### src/rtl/thermal_event_pkg.sv
/*
 * Constants, register map and carrier types of the two-zone thermal event supervisor.
 * Assumes a host-side serial engine presents decoded register reads and writes
 * and an ADC sequencer presents one result strobe per conversion.
 */
// Function
// - Queue field selects 1, 2, 4, 6 conversions
// - Events accepted after queue-depth consecutive conversions
// - Separate queues for local, remote, overtemp
// - Comparator mode releases after low-limit queue
// - Qualified events always set status flags (code sets zone flags for comparator high and armed interrupt events only)
// - Interrupt asserts only when mask bit zero
// - Any register read deasserts interrupt output
// - Reading control register clears zone flags
// - Re-arm needs opposite threshold crossing first
// - Shutdown deasserts interrupt, clears zone flags (code deasserts the interrupt in interrupt mode only)
// - Remote over limit asserts critical, sets flag
// - Below release limit deasserts critical, clears flag
// - Critical output unmaskable, mode independent
// - Overtemp flag mirrors critical; read keeps it
// - Shutdown leaves critical and its flag unchanged
// - Repeated events collapse into one flag
// - Diode fault sets flags and both outputs
// - Zone events set own flag, raise interrupt
// - Results read zero until first conversion
// - Flags set after first queue-depth conversions
// - Values are eight-bit two's complement degrees
// - Comparator mode tracks with hysteresis alone (code also clears zone flags and interrupt on reads in this mode)
// - Control register bit layout as listed
package thermal_event_pkg;

   // Register command bytes
   localparam logic [7:0] ADDR_LOCAL_TEMP   = 8'h00;
   localparam logic [7:0] ADDR_CTRL_STATUS  = 8'h01;
   localparam logic [7:0] ADDR_LOCAL_LOW    = 8'h02;
   localparam logic [7:0] ADDR_LOCAL_HIGH   = 8'h03;
   localparam logic [7:0] ADDR_REMOTE_TEMP  = 8'h10;
   localparam logic [7:0] ADDR_REMOTE_LOW   = 8'h12;
   localparam logic [7:0] ADDR_REMOTE_HIGH  = 8'h13;
   localparam logic [7:0] ADDR_OT_RELEASE   = 8'h22;
   localparam logic [7:0] ADDR_OT_LIMIT     = 8'h23;

   // Reset values
   localparam logic [7:0] RST_TEMP          = 8'h00;
   localparam logic [7:0] RST_CTRL          = 8'h00;
   localparam logic [7:0] RST_LOCAL_LOW     = 8'h4C;
   localparam logic [7:0] RST_LOCAL_HIGH    = 8'h51;
   localparam logic [7:0] RST_REMOTE_LOW    = 8'h5C;
   localparam logic [7:0] RST_REMOTE_HIGH   = 8'h61;
   localparam logic [7:0] RST_OT_RELEASE    = 8'h5C;
   localparam logic [7:0] RST_OT_LIMIT      = 8'h61;
   localparam logic [7:0] FULL_SCALE_POS    = 8'h7F;
   localparam logic [7:0] FULL_SCALE_NEG    = 8'h80;

   // Control/status field positions
   localparam int BIT_LOCAL_FLAG   = 7;
   localparam int BIT_REMOTE_FLAG  = 6;
   localparam int BIT_OT_FLAG      = 5;
   localparam int BIT_QUEUE_HI     = 4;
   localparam int BIT_QUEUE_LO     = 3;
   localparam int BIT_IRQ_MASK     = 2;
   localparam int BIT_IRQ_MODE     = 1;
   localparam int BIT_POWER_DOWN   = 0;

   // Queue depths for codes 00, 01, 10, 11
   localparam logic [2:0] QDEPTH_0 = 3'h1;
   localparam logic [2:0] QDEPTH_1 = 3'h2;
   localparam logic [2:0] QDEPTH_2 = 3'h4;
   localparam logic [2:0] QDEPTH_3 = 3'h6;

   // Host register access
   typedef struct packed {
      logic       rd;
      logic       wr;
      logic [7:0] addr;
      logic [7:0] wdata;
   } reg_req_s;

   // One conversion result
   typedef struct packed {
      logic       valid;
      logic       remote;
      logic       diode_fault;
      logic [7:0] temp;
   } conv_s;

   // Hysteresis arming state of a zone
   typedef enum logic [1:0] {ARM_ANY, ARM_LOW_ONLY, ARM_HIGH_ONLY} arm_e;

endpackage : thermal_event_pkg

### src/rtl/thermal_event_supervisor.sv
/*
 * Threshold, fault-queue and status logic of the two-zone thermal supervisor.
 * Assumes register requests arrive decoded, one cycle each, and conversion
 * results arrive as single-cycle strobes; the pins are open drain, driven low.
 */
`timescale 1ns/1ps
module thermal_event_supervisor
   import thermal_event_pkg::*;
(
   // Clock and reset
   input  wire logic     clk_i,
   input  wire logic     reset_i,
   // Host register port
   input  wire reg_req_s req_i,
   output logic [7:0]    rdata_o,
   output logic          rvalid_o,
   // Conversion results
   input  wire conv_s    conv_i,
   output logic          converting_o,
   // Open-drain pins, enable high pulls low
   output logic          alert_out_n_oe_o,
   output logic          overheat_out_n_oe_o
);

   // Host-visible registers
   logic [7:0] local_temp_result_r;
   logic [7:0] remote_temp_result_r;
   logic [7:0] local_low_limit_r;
   logic [7:0] local_high_limit_r;
   logic [7:0] remote_low_limit_r;
   logic [7:0] remote_high_limit_r;
   logic [7:0] overtemp_release_limit_r;
   logic [7:0] overtemp_limit_r;
   logic [4:0] ctrl_r;          // Queue depth, mask, mode, shutdown
   logic       local_event_flag_r;
   logic       remote_event_flag_r;
   logic       overtemp_flag_r;
   logic       irq_r;           // Internal interrupt request
   arm_e       arm_r [2];       // Per-zone re-arm state
   logic [2:0] cnt_hi_r [3];    // Queue counters: zone0, zone1, overtemp
   logic [2:0] cnt_lo_r [3];

   // Control fields
   logic [1:0] queue_depth_field;
   logic       irq_mask_bit;
   logic       irq_mode;
   logic       power_down_bit;
   logic [2:0] depth;
   assign queue_depth_field = ctrl_r[4:3];  // Stored queue code sits in the top two bits
   assign irq_mask_bit      = ctrl_r[0];
   assign irq_mode          = ctrl_r[1];
   assign power_down_bit    = ctrl_r[2];

   // Depth decode
   always_comb
   begin
      case (queue_depth_field)
         2'b00:   depth = QDEPTH_0;
         2'b01:   depth = QDEPTH_1;
         2'b10:   depth = QDEPTH_2;
         default: depth = QDEPTH_3;
      endcase
   end

   // Request decode
   logic host_rd;
   logic host_wr;
   logic ctrl_rd;
   logic ctrl_wr;
   logic sd_enter;
   assign host_rd  = req_i.rd;
   assign host_wr  = req_i.wr && !req_i.rd;
   assign ctrl_rd  = host_rd && req_i.addr == ADDR_CTRL_STATUS;
   assign ctrl_wr  = host_wr && req_i.addr == ADDR_CTRL_STATUS;
   assign sd_enter = ctrl_wr && req_i.wdata[BIT_POWER_DOWN] && !power_down_bit;

   // Conversion taken only while running; a diode fault reads as full scale
   logic       conv_ok;
   logic [7:0] ctemp;
   assign conv_ok = conv_i.valid && !power_down_bit;
   assign ctemp   = conv_i.diode_fault ? FULL_SCALE_POS : conv_i.temp;

   // Signed comparisons per source
   logic [2:0] above;
   logic [2:0] below;
   logic [2:0] src_hit;
   always_comb
   begin
      above[0] = $signed(ctemp) > $signed(local_high_limit_r);
      below[0] = $signed(ctemp) < $signed(local_low_limit_r);
      above[1] = $signed(ctemp) > $signed(remote_high_limit_r);
      below[1] = $signed(ctemp) < $signed(remote_low_limit_r);
      above[2] = $signed(ctemp) > $signed(overtemp_limit_r);
      below[2] = $signed(ctemp) < $signed(overtemp_release_limit_r);
      src_hit  = {conv_i.remote, conv_i.remote, !conv_i.remote};
   end

   // Fault queues: count consecutive passes, restart on a miss
   logic [2:0] q_hi;
   logic [2:0] q_lo;
   genvar g;
   generate
      for (g = 0; g < 3; g++)
      begin : g_queue
         always_ff @(posedge clk_i)
         begin
            if (reset_i)
            begin
               cnt_hi_r[g] <= 3'h0;
               cnt_lo_r[g] <= 3'h0;
            end
            else if (conv_ok && src_hit[g])
            begin
               // Saturate at depth so a long hold keeps qualifying
               cnt_hi_r[g] <= !above[g] ? 3'h0 :
                              (cnt_hi_r[g] >= depth ? depth : cnt_hi_r[g] + 3'h1);
               cnt_lo_r[g] <= !below[g] ? 3'h0 :
                              (cnt_lo_r[g] >= depth ? depth : cnt_lo_r[g] + 3'h1);
            end
         end
         // Qualified this conversion
         assign q_hi[g] = conv_ok && src_hit[g] && above[g] && cnt_hi_r[g] + 3'h1 >= depth;
         assign q_lo[g] = conv_ok && src_hit[g] && below[g] && cnt_lo_r[g] + 3'h1 >= depth;
      end
   endgenerate

   // Zone events, honouring the re-arm state in interrupt mode
   logic [1:0] ev_hi;
   logic [1:0] ev_lo;
   logic [1:0] zone_ev;
   always_comb
   begin
      for (int z = 0; z < 2; z++)
      begin
         ev_hi[z] = q_hi[z] && arm_r[z] != ARM_LOW_ONLY;
         ev_lo[z] = q_lo[z] && arm_r[z] != ARM_HIGH_ONLY;
         zone_ev[z] = irq_mode ? (ev_hi[z] || ev_lo[z]) : q_hi[z];
      end
   end

   // Re-arm state per zone
   always_ff @(posedge clk_i)
   begin
      for (int z = 0; z < 2; z++)
      begin
         if (reset_i)
            arm_r[z] <= ARM_ANY;
         else if (ev_hi[z])
            arm_r[z] <= ARM_LOW_ONLY;
         else if (ev_lo[z])
            arm_r[z] <= ARM_HIGH_ONLY;
      end
   end

   // Zone flags: set wins over read clear; comparator clears on low queue
   always_ff @(posedge clk_i)
   begin
      if (reset_i)
      begin
         local_event_flag_r  <= 1'b0;
         remote_event_flag_r <= 1'b0;
      end
      else if (sd_enter)
      begin
         local_event_flag_r  <= 1'b0;
         remote_event_flag_r <= 1'b0;
      end
      else
      begin
         if (zone_ev[0])
            local_event_flag_r <= 1'b1;
         else if (ctrl_rd || (!irq_mode && q_lo[0]))
            local_event_flag_r <= 1'b0;
         if (zone_ev[1])
            remote_event_flag_r <= 1'b1;
         else if (ctrl_rd || (!irq_mode && q_lo[1]))
            remote_event_flag_r <= 1'b0;
      end
   end

   // Interrupt request
   always_ff @(posedge clk_i)
   begin
      if (reset_i)
         irq_r <= 1'b0;
      else if (sd_enter && irq_mode)
         irq_r <= 1'b0;
      else if (|zone_ev)
         irq_r <= 1'b1;
      else if (host_rd || (!irq_mode && (q_lo[0] || q_lo[1]) &&
               !(local_event_flag_r && !q_lo[0]) && !(remote_event_flag_r && !q_lo[1])))
         irq_r <= 1'b0;
   end

   // Interrupt pin driven only while unmasked
   always_ff @(posedge clk_i)
   begin
      if (reset_i)
         alert_out_n_oe_o <= 1'b0;
      else
         alert_out_n_oe_o <= (irq_r || |zone_ev) && !irq_mask_bit && !host_rd
                             && !(sd_enter && irq_mode);
   end

   // Overtemp flag and critical pin move together
   always_ff @(posedge clk_i)
   begin
      if (reset_i)
      begin
         overtemp_flag_r     <= 1'b0;
         overheat_out_n_oe_o <= 1'b0;
      end
      else if (q_hi[2])
      begin
         overtemp_flag_r     <= 1'b1;
         overheat_out_n_oe_o <= 1'b1;
      end
      else if (q_lo[2])
      begin
         overtemp_flag_r     <= 1'b0;
         overheat_out_n_oe_o <= 1'b0;
      end
   end

   // Result registers
   always_ff @(posedge clk_i)
   begin
      if (reset_i)
      begin
         local_temp_result_r  <= RST_TEMP;
         remote_temp_result_r <= RST_TEMP;
      end
      else if (conv_ok && conv_i.remote)
         remote_temp_result_r <= ctemp;
      else if (conv_ok)
         local_temp_result_r  <= ctemp;
   end

   // Writable limit and control registers
   always_ff @(posedge clk_i)
   begin
      if (reset_i)
      begin
         ctrl_r                   <= RST_CTRL[4:0];
         local_low_limit_r        <= RST_LOCAL_LOW;
         local_high_limit_r       <= RST_LOCAL_HIGH;
         remote_low_limit_r       <= RST_REMOTE_LOW;
         remote_high_limit_r      <= RST_REMOTE_HIGH;
         overtemp_release_limit_r <= RST_OT_RELEASE;
         overtemp_limit_r         <= RST_OT_LIMIT;
      end
      else if (host_wr)
      begin
         case (req_i.addr)
            // Packed as {queue[1:0], shutdown, mode, mask}
            ADDR_CTRL_STATUS: ctrl_r <= {req_i.wdata[BIT_QUEUE_HI:BIT_QUEUE_LO],
                                         req_i.wdata[BIT_POWER_DOWN],
                                         req_i.wdata[BIT_IRQ_MODE],
                                         req_i.wdata[BIT_IRQ_MASK]};
            ADDR_LOCAL_LOW:   local_low_limit_r        <= req_i.wdata;
            ADDR_LOCAL_HIGH:  local_high_limit_r       <= req_i.wdata;
            ADDR_REMOTE_LOW:  remote_low_limit_r       <= req_i.wdata;
            ADDR_REMOTE_HIGH: remote_high_limit_r      <= req_i.wdata;
            ADDR_OT_RELEASE:  overtemp_release_limit_r <= req_i.wdata;
            ADDR_OT_LIMIT:    overtemp_limit_r         <= req_i.wdata;
            default:          ;  // Read-only or unmapped writes ignored
         endcase
      end
   end

   // Read mux, registered
   logic [7:0] rd_mux;
   always_comb
   begin
      case (req_i.addr)
         ADDR_LOCAL_TEMP:  rd_mux = local_temp_result_r;
         ADDR_CTRL_STATUS: rd_mux = {local_event_flag_r, remote_event_flag_r,
                                     overtemp_flag_r, ctrl_r[4:3], ctrl_r[0],
                                     ctrl_r[1], ctrl_r[2]};
         ADDR_LOCAL_LOW:   rd_mux = local_low_limit_r;
         ADDR_LOCAL_HIGH:  rd_mux = local_high_limit_r;
         ADDR_REMOTE_TEMP: rd_mux = remote_temp_result_r;
         ADDR_REMOTE_LOW:  rd_mux = remote_low_limit_r;
         ADDR_REMOTE_HIGH: rd_mux = remote_high_limit_r;
         ADDR_OT_RELEASE:  rd_mux = overtemp_release_limit_r;
         ADDR_OT_LIMIT:    rd_mux = overtemp_limit_r;
         default:          rd_mux = 8'h00;
      endcase
   end

   always_ff @(posedge clk_i)
   begin
      if (reset_i)
      begin
         rdata_o  <= 8'h00;
         rvalid_o <= 1'b0;
      end
      else
      begin
         rdata_o  <= host_rd ? rd_mux : 8'h00;
         rvalid_o <= host_rd;
      end
   end

   // Conversions run while not powered down
   always_ff @(posedge clk_i)
   begin
      if (reset_i)
         converting_o <= 1'b0;
      else
         converting_o <= !(ctrl_wr ? req_i.wdata[BIT_POWER_DOWN] : power_down_bit);
   end

   // Assertions
   a_overheat_out_n_mirror: assert property (@(posedge clk_i) disable iff (reset_i)
      overtemp_flag_r == overheat_out_n_oe_o)
      else $error("overtemp flag differs from critical pin");
   a_overheat_out_n_set: assert property (@(posedge clk_i) disable iff (reset_i)
      q_hi[2] |=> overheat_out_n_oe_o && overtemp_flag_r)
      else $error("critical not raised");
   a_overheat_out_n_clear: assert property (@(posedge clk_i) disable iff (reset_i)
      q_lo[2] && !q_hi[2] |=> !overheat_out_n_oe_o)
      else $error("critical not released");
   a_overheat_out_n_hold_sd: assert property (@(posedge clk_i) disable iff (reset_i)
      power_down_bit |=> $stable(overheat_out_n_oe_o))
      else $error("critical changed in shutdown");
   a_read_drops_int: assert property (@(posedge clk_i) disable iff (reset_i)
      host_rd |=> !alert_out_n_oe_o)
      else $error("interrupt pin held across a read");
   a_mask_blocks_int: assert property (@(posedge clk_i) disable iff (reset_i)
      irq_mask_bit |=> !alert_out_n_oe_o)
      else $error("masked interrupt drove pin");
   a_flag_set: assert property (@(posedge clk_i) disable iff (reset_i)
      zone_ev[1] && !sd_enter |=> remote_event_flag_r)
      else $error("remote flag not set on event");
   a_sd_clears: assert property (@(posedge clk_i) disable iff (reset_i)
      sd_enter |=> !local_event_flag_r && !remote_event_flag_r)
      else $error("shutdown left zone flags");
   a_queue_depth: assert property (@(posedge clk_i) disable iff (reset_i)
      q_hi[0] |-> cnt_hi_r[0] + 3'h1 >= depth && depth <= QDEPTH_3)
      else $error("event qualified too early");
   a_read_clears: assert property (@(posedge clk_i) disable iff (reset_i)
      ctrl_rd && !zone_ev[0] && !sd_enter |=> !local_event_flag_r)
      else $error("control read did not clear local flag");

   c_overheat_out_n_cycle: cover property (@(posedge clk_i) q_hi[2] ##[1:200] q_lo[2]);
   c_local_irq:  cover property (@(posedge clk_i) zone_ev[0] ##1 alert_out_n_oe_o);
   c_deep_queue: cover property (@(posedge clk_i) queue_depth_field == 2'b11 && q_hi[1]);
   c_sd_enter:   cover property (@(posedge clk_i) sd_enter && irq_r);

endmodule : thermal_event_supervisor

### config.mk
export PLATFORM = sky130hd
export DESIGN_NAME = thermal_event_supervisor
export DESIGN_NICKNAME = d
export VERILOG_FILES = /design/src/rtl/thermal_event_pkg.sv /design/src/rtl/thermal_event_supervisor.sv
export SDC_FILE = /design/constraint.sdc
export NUM_CORES = 1
export LEC_CHECK = 0
export BUFFER_PORTS_ARGS = -buffer_cell sky130_fd_sc_hd__buf_2
export CORE_MARGIN = 2
export CORE_UTILIZATION = 30
export DETAILED_ROUTE_END_ITERATION = 10
export PLACE_DENSITY = 0.51
export SYNTH_ARGS = -nofsm -noshare
export SYNTH_HDL_FRONTEND = slang
export SYNTH_SLANG_ARGS = --single-unit
### constraint.sdc
create_clock -name clk_i -period 3.3 [get_ports clk_i]
set_input_delay 0.66 -clock clk_i [delete_from_list [all_inputs] [get_ports clk_i]]
set_output_delay 0.66 -clock clk_i [all_outputs]
set_load 0.05 [all_outputs]
; Word level (Yosys, flattened, before mapping)
; Memories as Yosys holds them, arrays and structs flattened.
; Index checks and enable logic that the tools add are counted.
[word_totals]
memories = 3
elab_cells = 199
inputBits = 31
ramBits = 22
out_inout_bits = 12
register_bits = 84
[classes]
n_reduce_logical = 71
n_eq_ne = 14
n_addsub = 6
n_lt_le_gt_ge = 18
mux = 58
bitwise_logic = 12
[mem_list]
columns = memory, words, word_bits, rd, rd_ports_with_merged_regs, wr, line
row1 = cnt_hi_r, 3, 3, 3, 0, 3, thermal_event_supervisor.sv:40  ; logic [2:0] cnt_hi_r [3];
row2 = cnt_lo_r, 3, 3, 3, 0, 3, thermal_event_supervisor.sv:41  ; logic [2:0] cnt_lo_r [3];
row3 = arm_r, 2, 2, 2, 0, 2, thermal_event_supervisor.sv:39  ; arm_e arm_r [2];
[op_table]
columns = cell, count
row1 = $pmux 8 s9, 1
row2 = $mux 3, 18
row3 = $ge 3x3->1, 12
row4 = $logic_and 1x1->1, 35
row5 = $mux 1, 33
row6 = $eq 8x5->1 const B, 3
row7 = $gt 8x8->1, 3
row8 = $lt 8x8->1, 3
row9 = $add 3x1->3 const B, 6
row10 = $eq 8x2->1 const B, 2
row11 = $eq 8x6->1 const B, 2
row12 = $reduce_and 2->1, 8
row13 = $logic_not 1->1, 11
row14 = $or 1x1->1, 10
row15 = $pmux 3 s3, 1
row16 = $eq 8x1->1 const B, 1
row17 = $logic_not 8->1, 1
row18 = $mux 2, 4
row19 = $mux 8, 1
row20 = $reduce_bool 2->1, 4
row21 = $reduce_or 2->1, 4
row22 = $logic_or 1x1->1, 7
row23 = $ne 2x1->1 const B, 2
row24 = $ne 2x2->1 const B, 2
row25 = other kinds (4), 5

; Logic depth before layout (Yosys ltp)
; Gate-level depths: netlist of the first run.
[depth]
ltp_word = 13
depth_mapped = 11
ltp_nobuf = 11

; Least setup slack after synthesis of the first run
; Ideal clock, no wire load.
[synth_path]
path_type = input -> register
start = input conv_i[8] in the netlist's numbering
end = memory arm_r[0][0] in the netlist's numbering (enable)
slack_ns = 0.500
t_arrival_ns = 2.505
required_ns = 3.005
cell_stages = 10
setup_time_ns = 0.295
path_buffers = 1
path_cell_list = buf_2 nor2_1 inv_1 ha_1 a21o_1 a2111oi_1 a21o_1 o2111ai_1 o21ai_0 a21o_1
[synth_lines]
columns = item, line
row1 = from (decl), thermal_event_supervisor.sv:18  ; input wire conv_s conv_i,
row2 = to (decl), thermal_event_supervisor.sv:39

; Worst setup path after layout of the first run
[layout_path]
start = register ctrl_r[4]
end = register remote_event_flag_r
[layout_between]
elab_chain_len = 8
elab_cells_between_ends = 16
classes_between = order compare: 2 / eq/ne: 2 / mux: 3 / reduce/logical: 9
[layout_rtl]
columns = item, line
row1 = from (decl), thermal_event_supervisor.sv:34  ; logic [4:0] ctrl_r;
row2 = from (signal assigned), thermal_event_supervisor.sv:244  ; ctrl_r <= RST_CTRL[4:0];
row3 = from (signal assigned), thermal_event_supervisor.sv:256  ; ADDR_CTRL_STATUS: ctrl_r <= {req_i.wdata[BIT_QUEUE_HI:BIT_QUEUE_LO],
row4 = "$eq 2x2->1, or another cell as far along", thermal_event_supervisor.sv:57  ; case (queue_depth_field)
row5 = $pmux 3 s3 *, thermal_event_supervisor.sv:57
row6 = "$ge 3x3->1, on equally long branches", "thermal_event_supervisor.sv:122, thermal_event_supervisor.sv:123"
row7 = "$logic_and 1x1->1, on equally long branches", "thermal_event_supervisor.sv:122, thermal_event_supervisor.sv:123"
row8 = "$logic_and 1x1->1, on equally long branches", "thermal_event_supervisor.sv:135, thermal_event_supervisor.sv:136"
row9 = $logic_or 1x1->1, thermal_event_supervisor.sv:137  ; zone_ev[z] = irq_mode ? (ev_hi[z] || ev_lo[z]) : q_hi[z];
row10 = $mux 1, thermal_event_supervisor.sv:137
row11 = $mux 1 or $reduce_bool 2->1 (tied branches), --
row12 = to (signal assigned), thermal_event_supervisor.sv:161  ; remote_event_flag_r <= 1'b0;
row13 = to (signal assigned), thermal_event_supervisor.sv:175  ; remote_event_flag_r <= 1'b1;
row14 = to (signal assigned), thermal_event_supervisor.sv:177  ; remote_event_flag_r <= 1'b0;
row15 = to (decl), thermal_event_supervisor.sv:36  ; logic remote_event_flag_r;
; Every way passes the cells marked *; elsewhere a longest branch is shown, timed or not.
; A chain may end at the register's enable or synchronous reset.

==> results of run 1 <==
## critical path, cell delays in order (launching register included)
cell and delay, ns:
dfxtp_1 0.44, clkinv_1 0.11, nand2_1 0.29, inv_1 0.31
ha_1 0.38, a21boi_0 0.15, o21ai_0 0.09, nand2b_1 0.12
nand3_1 0.22, and3_2 0.30, a2bb2oi_1 0.14, a2111oi_2 0.19
## stage by stage
step	area, sq um	std cells	util, %	setup WS, ns	power (uW)
detailed placement	7273	1110	33.22	0.1641	1806
floorplan	6715	800	-	0.5001	1677
CTS	7595	1126	34.69	0.3649	2983
global route	7595	1126	34.69	0.1020	3088
global placement	7273	1110	33.22	0.1918	1806
finish	7595	1126	34.69	0.4556	2960
## logic make-up after synthesis
family	synth area share, %
buf+inv	5.627
fa+ha+maj	15.65
simple gates	22.04
flops	34.88
compound gates	19.27
mux	1.491
xor+xnor	1.043
## final cells by class
class	instances	area (sq um)
Clock buffer	10	250.2
Sequential cell	106	2342
Timing Repair Buffer	59	337.8
Tap cell	280	350.3
Inverter	66	247.7
Multi-Input combinational cell	599	3995
Fill cell	2346	14300
Clock inverter	6	71.32
## cell usage in the layout, fill, tap and decap left out, drive strengths merged, types with 3 or more instances in the layout
master,count
nor4,3
mux2i,10
and3,4
buf,59
o21ai,21
nor3b,3
nand2,125
nand3,18
edfxtp,22
a22oi,16
a21oi,70
o21a,3
clkbuf,10
clkinv,4
nand4,6
inv,66
nand2b,13
a211oi,19
a211o,5
nor3,9
a21o,12
xor2,6
o211ai,3
and2,6
nor2b,11
nand3b,19
ha,84
nor2,77
a21boi,3
a2111oi,4
dfxtp,84
o22ai,3
a221oi,8
a31oi,10
o31ai,3
## per-layer routing
metal  share of wire, %  GRT usage [%]  vias to the layer above
met4                2.5          6.335                        2
met3                4.0          1.860                       37
met5              0.060              0                        -
li1                   -              -                     2907
met2                 44          26.41                      139
met1                 49          23.84                     2747
## path summary, 6_finish.rpt
kind	cells after the start	to	startpoint
worst max-delay path	11	remote_event_flag_r	ctrl_r[4]
worst min-delay path	2	remote_temp_result_r[7]	remote_temp_result_r[7]
worst max register to register	11	remote_event_flag_r	ctrl_r[4]
worst min register to register	2	remote_temp_result_r[7]	remote_temp_result_r[7]
## power groups by stage
stage               Sequential [uW]  Combinational (uW)  Clock (uW)
floorplan                      1410                 264           0
global placement               1410                 396           0
detailed placement             1410                 396           0
CTS                            1380                 398        1200
global route                   1390                 449        1250
finish                         1380                 396        1180
==> out/qor.txt, run 1 <==
Outcome = complete, no violations
Area contributors post-synth = dfxtp_1, ha_1, edfxtp_1
Port bufs = 42
Post-synthesis cell type with the largest combined area = dfxtp_1
Die footprint = 23600 sq um
Fin crit period = 2.844 ns
Postcts setup bufs = 0
Initial antenna violation count = 1
Initial core utilization = 30.68%
Maxcap violations = 0
Most instantiated cells after synthesis = nand2_1, dfxtp_1, ha_1
Cts bufs inserted = 9
CTS clk-pin slew, worst paths = 0.08 ns
H-tree depth = 3
Die Ht = 153.6 um
Clock power frac = 40.0%
First-pass GRT wire length = 31270 um
CTS tree = built
CP Launch Type = flip-flop
VDD IR max = 0.2560 mV
Number of global-route vias before repair = 5552
Crit path max fanout = 12
Fmax = 0.3516 GHz
Clk Tree Root Cell = clkbuf_16
Sink Count = 106
Pin count of the biggest net entering global routing = 46
Register-to-Register Setup Slack = 0.46 ns
Yosys top cell area share = 25.04%
Max Clock Skew = 0.005822 ns
Via density = 5.179
GRT Overall Usage = 16.85%
Syn Area/Cell = 8.394 sq um
Final Wtd Congestion = 0.9170
PwrDens = 389.7 nW/um^2
Async SR Flop Fraction = 0%
Worst-Skew Late Latency = 0.36 ns
Num rows = 54
Layout Nets = 956
Detailed Place HPWL = 15290 um
Sequential area share after synthesis = 34.88%
Sw Share = 27.27%
Regs by FF count = cnt_hi_r: 9 flops, cnt_lo_r: 9 flops
Max_slew headroom = 57.32%
Layout cells sized above 1 = 11.35%
Max Root-Sink Buffers = 2
Req. time, crit path = 3.57 ns
Power share of the combinational group = 13.4%
Min-delay worst type = reg2reg
Arr. time, crit path = 3.11 ns
Remaining global-route overflow = 0
Via Count = 5832
Worst Setup Path Type = reg2reg
Synth Flop Type = dfxtp_1
Routed len/inst = 17.68 um
Distinct cells, synth = 72
Syn_nets = 915
DRT iter0 DRCs = 403
Leakage Power = 0.003126 uW
Ys Warns = 0
Area delta synth->final = 13.10%
I/O pin count = 43
Final hold slack = 0.4606 ns
Most frequent cell after synthesis = nand2_1
Fin. max-slew vios = 0
Seq pwr share = 46.6%
#FFs+latches synth = 106
Crit path capture type = flip-flop
RSZ-0062 raised after global routing = false
Post-route DRC = 0
Hold Violations, Final = 0
Horizontal die dimension = 153.6 um
Final period util = 86.19%
Synthesized cell area = 6715 sq um
Gate Count Post-Synth = 800
Routed WL = 19900 um
Count of flip-flops with a built-in enable after synthesis = 22
Core area = 21890 sq um
First-pass DRT Iterations = 5
ANT nets after route = 0
Final Setup Violations = 0
Post-CTS sizing = 0
Worst slew pin tran = 0.6403 ns
Sw Pwr = 807.1 uW
Cell internal pwr = 2153 uW
Hold_buf cts = 0
Ant diodes = 0
Setup TNS = 0 ns
No activity file was read; power rests on OpenSTA's default activity.
==> run 2, diff against run 1 <==
GPL_TIMING_DRIVEN = 0   (was not set)
SKIP_LAST_GASP = 1   (was not set)
==> run 2 against run 1 <==
Via count is 0.84% lower. Flip-flop and latch count is the same. Clock-buffer cell count grew 1. Global-route usage grew 1.4 points. Sequential power barely moved. Final cell count grew 0.98%. Power decreased by 1.2%. Largest cell class unchanged. Largest power group unchanged.
==> out/qor.txt, run 2 (synthesis gave the netlist of run 1 again) <==
Area delta synth->final = 12.91%
Layout cells sized above 1 = 11.55% (+0.20 points)
Req. time, crit path = 3.61 ns (+0.04 ns)
Ant diodes = 0 (unchanged)
Routed WL = 21210 um (+6.5%)
Hold Startpoint = remote_temp_result_r[7]
Fmax = 0.3256 GHz (-7.4%)
Register-to-Register Setup Slack = 0.25 ns (-0.21 ns)
Routed len/inst = 18.65 um (+5.5%)
Worst-Skew Late Latency = 0.36 ns (about the same)
Max Clock Skew = 0.008538 ns (+0.002716 ns)
Finished Cell Area = 7582 sq um (-0.16%)
Worst Setup Path Type = in2reg
I/O pin count = 43 (unchanged)
Crit path max fanout = 10 (-2)
Outcome = complete, no violations
Cts bufs inserted = 9 (unchanged)
Regs by FF count = cnt_hi_r: 9 flops, cnt_lo_r: 9 flops
FILL cells = 2356 (+0.43%)
Worst slew pin tran = 0.8553 ns (+0.2150 ns)
Hold worst-path end = remote_temp_result_r[7]
Initial core utilization = 30.68% (unchanged)
GRT Overall Usage = 18.20% (+1.4 points)
Critical Path Source = conv_i[8]
FF-to-FF Start = ctrl_r[3]
Die footprint = 23600 sq um (unchanged)
Max Root-Sink Buffers = 2 (unchanged)
CP Launch Type = input port
Arr. time, crit path = 3.38 ns (+0.27 ns)
Num rows = 54 (unchanged)
Horizontal die dimension = 153.6 um (unchanged)
Detailed Place HPWL = 15920 um (+4.1%)
Fin crit period = 3.071 ns (+0.2266 ns)
Min-delay worst type = reg2reg
H-tree depth = 3 (unchanged)
Final period util = 93.06% (+6.9 points)
First-pass DRT Iterations = 5 (unchanged)
Clk Tree Root Cell = clkbuf_16
ANT nets after route = 0 (unchanged)
Die Ht = 153.6 um (unchanged)
Port bufs = 42 (unchanged)
Hold path depth = 2 (unchanged)
Max_slew headroom = 42.86% (-14 points)
Remaining global-route overflow = 0 (unchanged)
RSZ-0062 raised after global routing = false
Layout Nets = 968 (+1.3%)
Initial antenna violation count = 1 (unchanged)
Post-DP Area = 7276 sq um (about the same)
First-pass GRT wire length = 33060 um (+5.7%)
DRT iter0 DRCs = 389 (-3.5%)
CTS clk-pin slew, worst paths = 0.08 ns (about the same)
Sink Count = 106 (unchanged)
Setup TNS = 0 ns (unchanged)
Crit Reg-Reg Endpoint = arm_r[0][0]
Post-route DRC = 0 (unchanged)
Final Setup Violations = 0 (unchanged)
Crit path capture type = flip-flop
Pin count of the biggest net entering global routing = 20 (-57%)
Final Wtd Congestion = 0.9226 (+0.61%)
Fin. max-slew vios = 0 (unchanged)
Hold Violations, Final = 0 (unchanged)
Maxcap violations = 0 (unchanged)
Via density = 5.086 (-1.8%)
Core area = 21890 sq um (unchanged)
Commonest non-fill, non-tap cell in the layout = nand2_1
Hold_buf cts = 0 (unchanged)
Number of global-route vias before repair = 5637 (+1.5%)
Leakage Power = 0.003123 uW (about the same)
PwrDens = 385.7 nW/um^2 (-1.0%)
Via Count = 5783 (-0.84%)
FF-to-FF path depth = 10 (-1)
VDD IR max = 0.2496 mV (-2.5%)
Commonest cells after routing, fill and taps aside = nand2_1, ha_1, dfxtp_1
CTS tree = built
run 2: routing by layer:
layer / routed length (um) / up-vias / track usage, %
met5: 0 / - / 0
met1: 10060 / 2702 / 25.29
met3: 1008 / 22 / 2.875
li1: - / 2918 / -
met4: 398 / 0 / 4.631
met2: 9740 / 141 / 29.52
run 2: layout make-up:
cell class | instances | area, sq um | area share (%)
well taps | 280 | 350.3 | 4.620
multi-input cells | 599 | 4005 | 52.82
clock inverters | 4 | 51.30 | 0.6766
inverters | 66 | 250.2 | 3.300
plain buffers | 29 | 130.1 | 1.716
repair buffers | 42 | 210.2 | 2.772
clock buffers | 11 | 242.7 | 3.201
flip-flops and latches | 106 | 2342 | 30.89
run 2: repair_timing:
action	4_1_cts	5_1_grt
setup endpoints to repair	27	8
setup buffers	0	0
pin swaps	0	0
resized for setup	2	5
run 2: stage by stage:
step           utilization, %  hold WS, ns  setup slack [ns]  power, uW  cells
5_1_grt                 34.64       0.4772           0.06758       3050   1137
2_1_floorplan               -       0.4360            0.5001       1677    800
3_3_place_gp            33.24       0.4511           -0.3084       1819   1122
3_5_place_dp            33.24       0.4556           -0.2780       1823   1122
6_report                34.64       0.4654            0.2290       2925   1137
4_1_cts                 34.59       0.4663            0.1012       2946   1137
run 2: worst max path at each step:
stage / to / slack (ns) / cells after the start
4_1_cts: arm_r[0][0] / 0.10 / 10
5_1_grt: arm_r[0][0] / 0.07 / 10
6_report: alert_out_n_oe_o / 0.23 / 12
3_5_place_dp: arm_r[0][0] / -0.28 / 10
2_1_floorplan: arm_r[0][0] / 0.50 / 10
3_3_place_gp: remote_event_flag_r / -0.31 / 11
run 2: critical path, cell delays in order:
cell,delay (ns)
buf_2,0.15
buf_2,0.21
nor2_1,0.24
inv_2,0.17
ha_1,0.33
a21o_1,0.17
a2111oi_1,0.41
a21o_1,0.15
o2111ai_1,0.27
a22o_4,0.36
o21ai_2,0.07
o211a_1,0.16
run 2: power by group:
| part | leakage, uW | internal (uW) | total [uW] | switching (uW) |
|---|---|---|---|---|
| logic | 0.00207 | 150 | 415 | 265 |
| registers | 0.000916 | 1360 | 1380 | 21.5 |
| clock network | 0.000142 | 608 | 1130 | 522 |
==> run 3, diff against run 2 <==
ABC_CLOCK_PERIOD_IN_PS = 3900   (was not set)
clock period = 3.9 ns   (was 3.3 ns; I/O delays follow)
==> run 3 against run 2 <==
Worst setup slack improved by 0.073 ns. Critical path type is now reg2reg. Combinational power fell by 16%. Non-clock buffer count unchanged. Largest power group unchanged. Highest routed layer unchanged. Clock-buffer cell count did not move. Flip-flop and latch count is the same. Die area unchanged. Critical path depth shrank 2. Clock skew increased by 0.00075 ns. Hold slack barely moved.
==> out/qor.txt, run 3 (synthesis gave the netlist of run 1 again) <==
Number of global-route vias before repair = 5636 (-0.018%)
FILL cells = 2356 (unchanged)
Post-CTS sizing = 0 (-2)
Final Instance Count excl. Fillers = 1137 (unchanged)
Ant diodes = 0 (unchanged)
Setup TNS = 0 ns (unchanged)
Hold Violations, Final = 0 (unchanged)
GRT Overall Usage = 18.20% (unchanged)
Post-DP Area = 7276 sq um (unchanged)
Final Setup Violations = 0 (unchanged)
Clk Tree Root Cell = clkbuf_16
Core area = 21890 sq um (unchanged)
Post-route DRC = 0 (unchanged)
Initial antenna violation count = 1 (unchanged)
Fin crit period = 3.598 ns
CTS tree = built
Die Ht = 153.6 um (unchanged)
ANT nets after route = 0 (unchanged)
Num rows = 54 (unchanged)
Via density = 5.090 (about the same)
Final Wtd Congestion = 0.9226 (unchanged)
Max Root-Sink Buffers = 2 (unchanged)
Regs by FF count = cnt_hi_r: 9 flops, cnt_lo_r: 9 flops
PwrDens = 326.5 nW/um^2 (-15%)
Final design utilization = 34.58% (-0.057 points)
Hold_buf cts = 0 (unchanged)
Final period util = 92.25%
Routed WL = 21210 um (about the same)
Leakage Power = 0.003122 uW (about the same)
Die footprint = 23600 sq um (unchanged)
Crit path max fanout = 19 (+9)
VDD IR max = 0.2119 mV (-15%)
First-pass DRT Iterations = 5 (unchanged)
Max_slew headroom = 35.47% (-7.4 points)
I/O pin count = 43 (unchanged)
Min-delay worst type = reg2reg
Worst slew pin tran = 0.9660 ns (+0.1107 ns)
Finished Cell Area = 7570 sq um (-0.16%)
Initial core utilization = 30.68% (unchanged)
Detailed Place HPWL = 15920 um (unchanged)
Layout cells sized above 1 = 10.74% (-0.82 points)
Fmax = 0.2780 GHz
Pin count of the biggest net entering global routing = 20 (unchanged)
Horizontal die dimension = 153.6 um (unchanged)
Postcts setup bufs = 0 (unchanged)
Port bufs = 42 (unchanged)
Area delta synth->final = 12.73%
First-pass GRT wire length = 33060 um (unchanged)
Req. time, crit path = 4.02 ns (+0.41 ns)
CP Launch Type = flip-flop
Layout Nets = 968 (unchanged)
Worst Setup Path Type = reg2reg
Maxcap violations = 0 (unchanged)
Outcome = complete, no violations
Routed len/inst = 18.65 um (about the same)
CTS clk-pin slew, worst paths = 0.08 ns (about the same)
H-tree depth = 3 (unchanged)
Cts bufs inserted = 9 (unchanged)
Commonest cells after routing, fill and taps aside = nand2_1, ha_1, dfxtp_1
Arr. time, crit path = 3.72 ns (+0.34 ns)
Worst-Skew Late Latency = 0.36 ns (about the same)
RSZ-0062 raised after global routing = false
DRT iter0 DRCs = 395 (+1.5%)
Sink Count = 106 (unchanged)
Crit path capture type = flip-flop
Dpl cells = 1122 (unchanged)
Via Count = 5787 (+0.069%)
Commonest non-fill, non-tap cell in the layout = nand2_1
Remaining global-route overflow = 0 (unchanged)
Max Clock Skew = 0.009289 ns (+0.0007510 ns)
Fin. max-slew vios = 0 (unchanged)
[run 3: path summary, 6_finish.rpt]
check        cells past startpoint                 endpoint  slack (ns)               startpoint
max                             10              arm_r[0][0]        0.30                ctrl_r[3]
min                              2  remote_temp_result_r[7]        0.47  remote_temp_result_r[7]
max reg2reg                     10              arm_r[0][0]        0.30                ctrl_r[3]
min reg2reg                      2  remote_temp_result_r[7]        0.47  remote_temp_result_r[7]
[run 3: power breakdown]
part | switching [uW] | leakage [uW] | internal (uW) | total (uW)
Clock | 439 | 0.000142 | 515 | 954
Sequential | 18.5 | 0.000916 | 1150 | 1170
Combinational | 223 | 0.00206 | 127 | 350
[run 3: cell type report]
| type | instances | area (sq um) | share of cell area, % |
|---|---|---|---|
| multi-input cells | 599 | 3995 | 52.78 |
| flip-flops and latches | 106 | 2342 | 30.94 |
| well taps | 280 | 350.3 | 4.628 |
| inverters | 66 | 247.7 | 3.273 |
| clock buffers | 11 | 242.7 | 3.207 |
| repair buffers | 42 | 210.2 | 2.777 |
| plain buffers | 29 | 130.1 | 1.719 |
| clock inverters | 4 | 51.30 | 0.6777 |
[run 3: metal layers]
metal  track usage, %  vias to the layer above  routed length [um]
met3            2.875                       14                 923
li1                 -                     2915                   -
met4            4.631                        0                 331
met5                0                        -                   0
met2            29.52                      128                9790
met1            25.29                     2730               10160
[run 3: stage by stage]
step | worst slack, ns | total power [uW] | hold WS [ns]
after floorplan | 0.9801 | 1419 | 0.4360
after global placement | 0.2031 | 1539 | 0.4511
after detailed placement | 0.2023 | 1542 | 0.4556
after CTS | 0.3094 | 2493 | 0.4663
after global routing | 0.02583 | 2579 | 0.4772
final | 0.3022 | 2472 | 0.4654
[run 3: worst max-delay path, stage by stage (launching register included)]
cell and delay, ns:
dfxtp_1 0.42, clkinv_1 0.58, nand2_1 0.51, inv_1 0.32
ha_1 0.38, nand2_1 0.05, a21oi_1 0.17, nor2b_1 0.07
o2111ai_1 0.45, o21ai_0 0.17, a21o_1 0.21
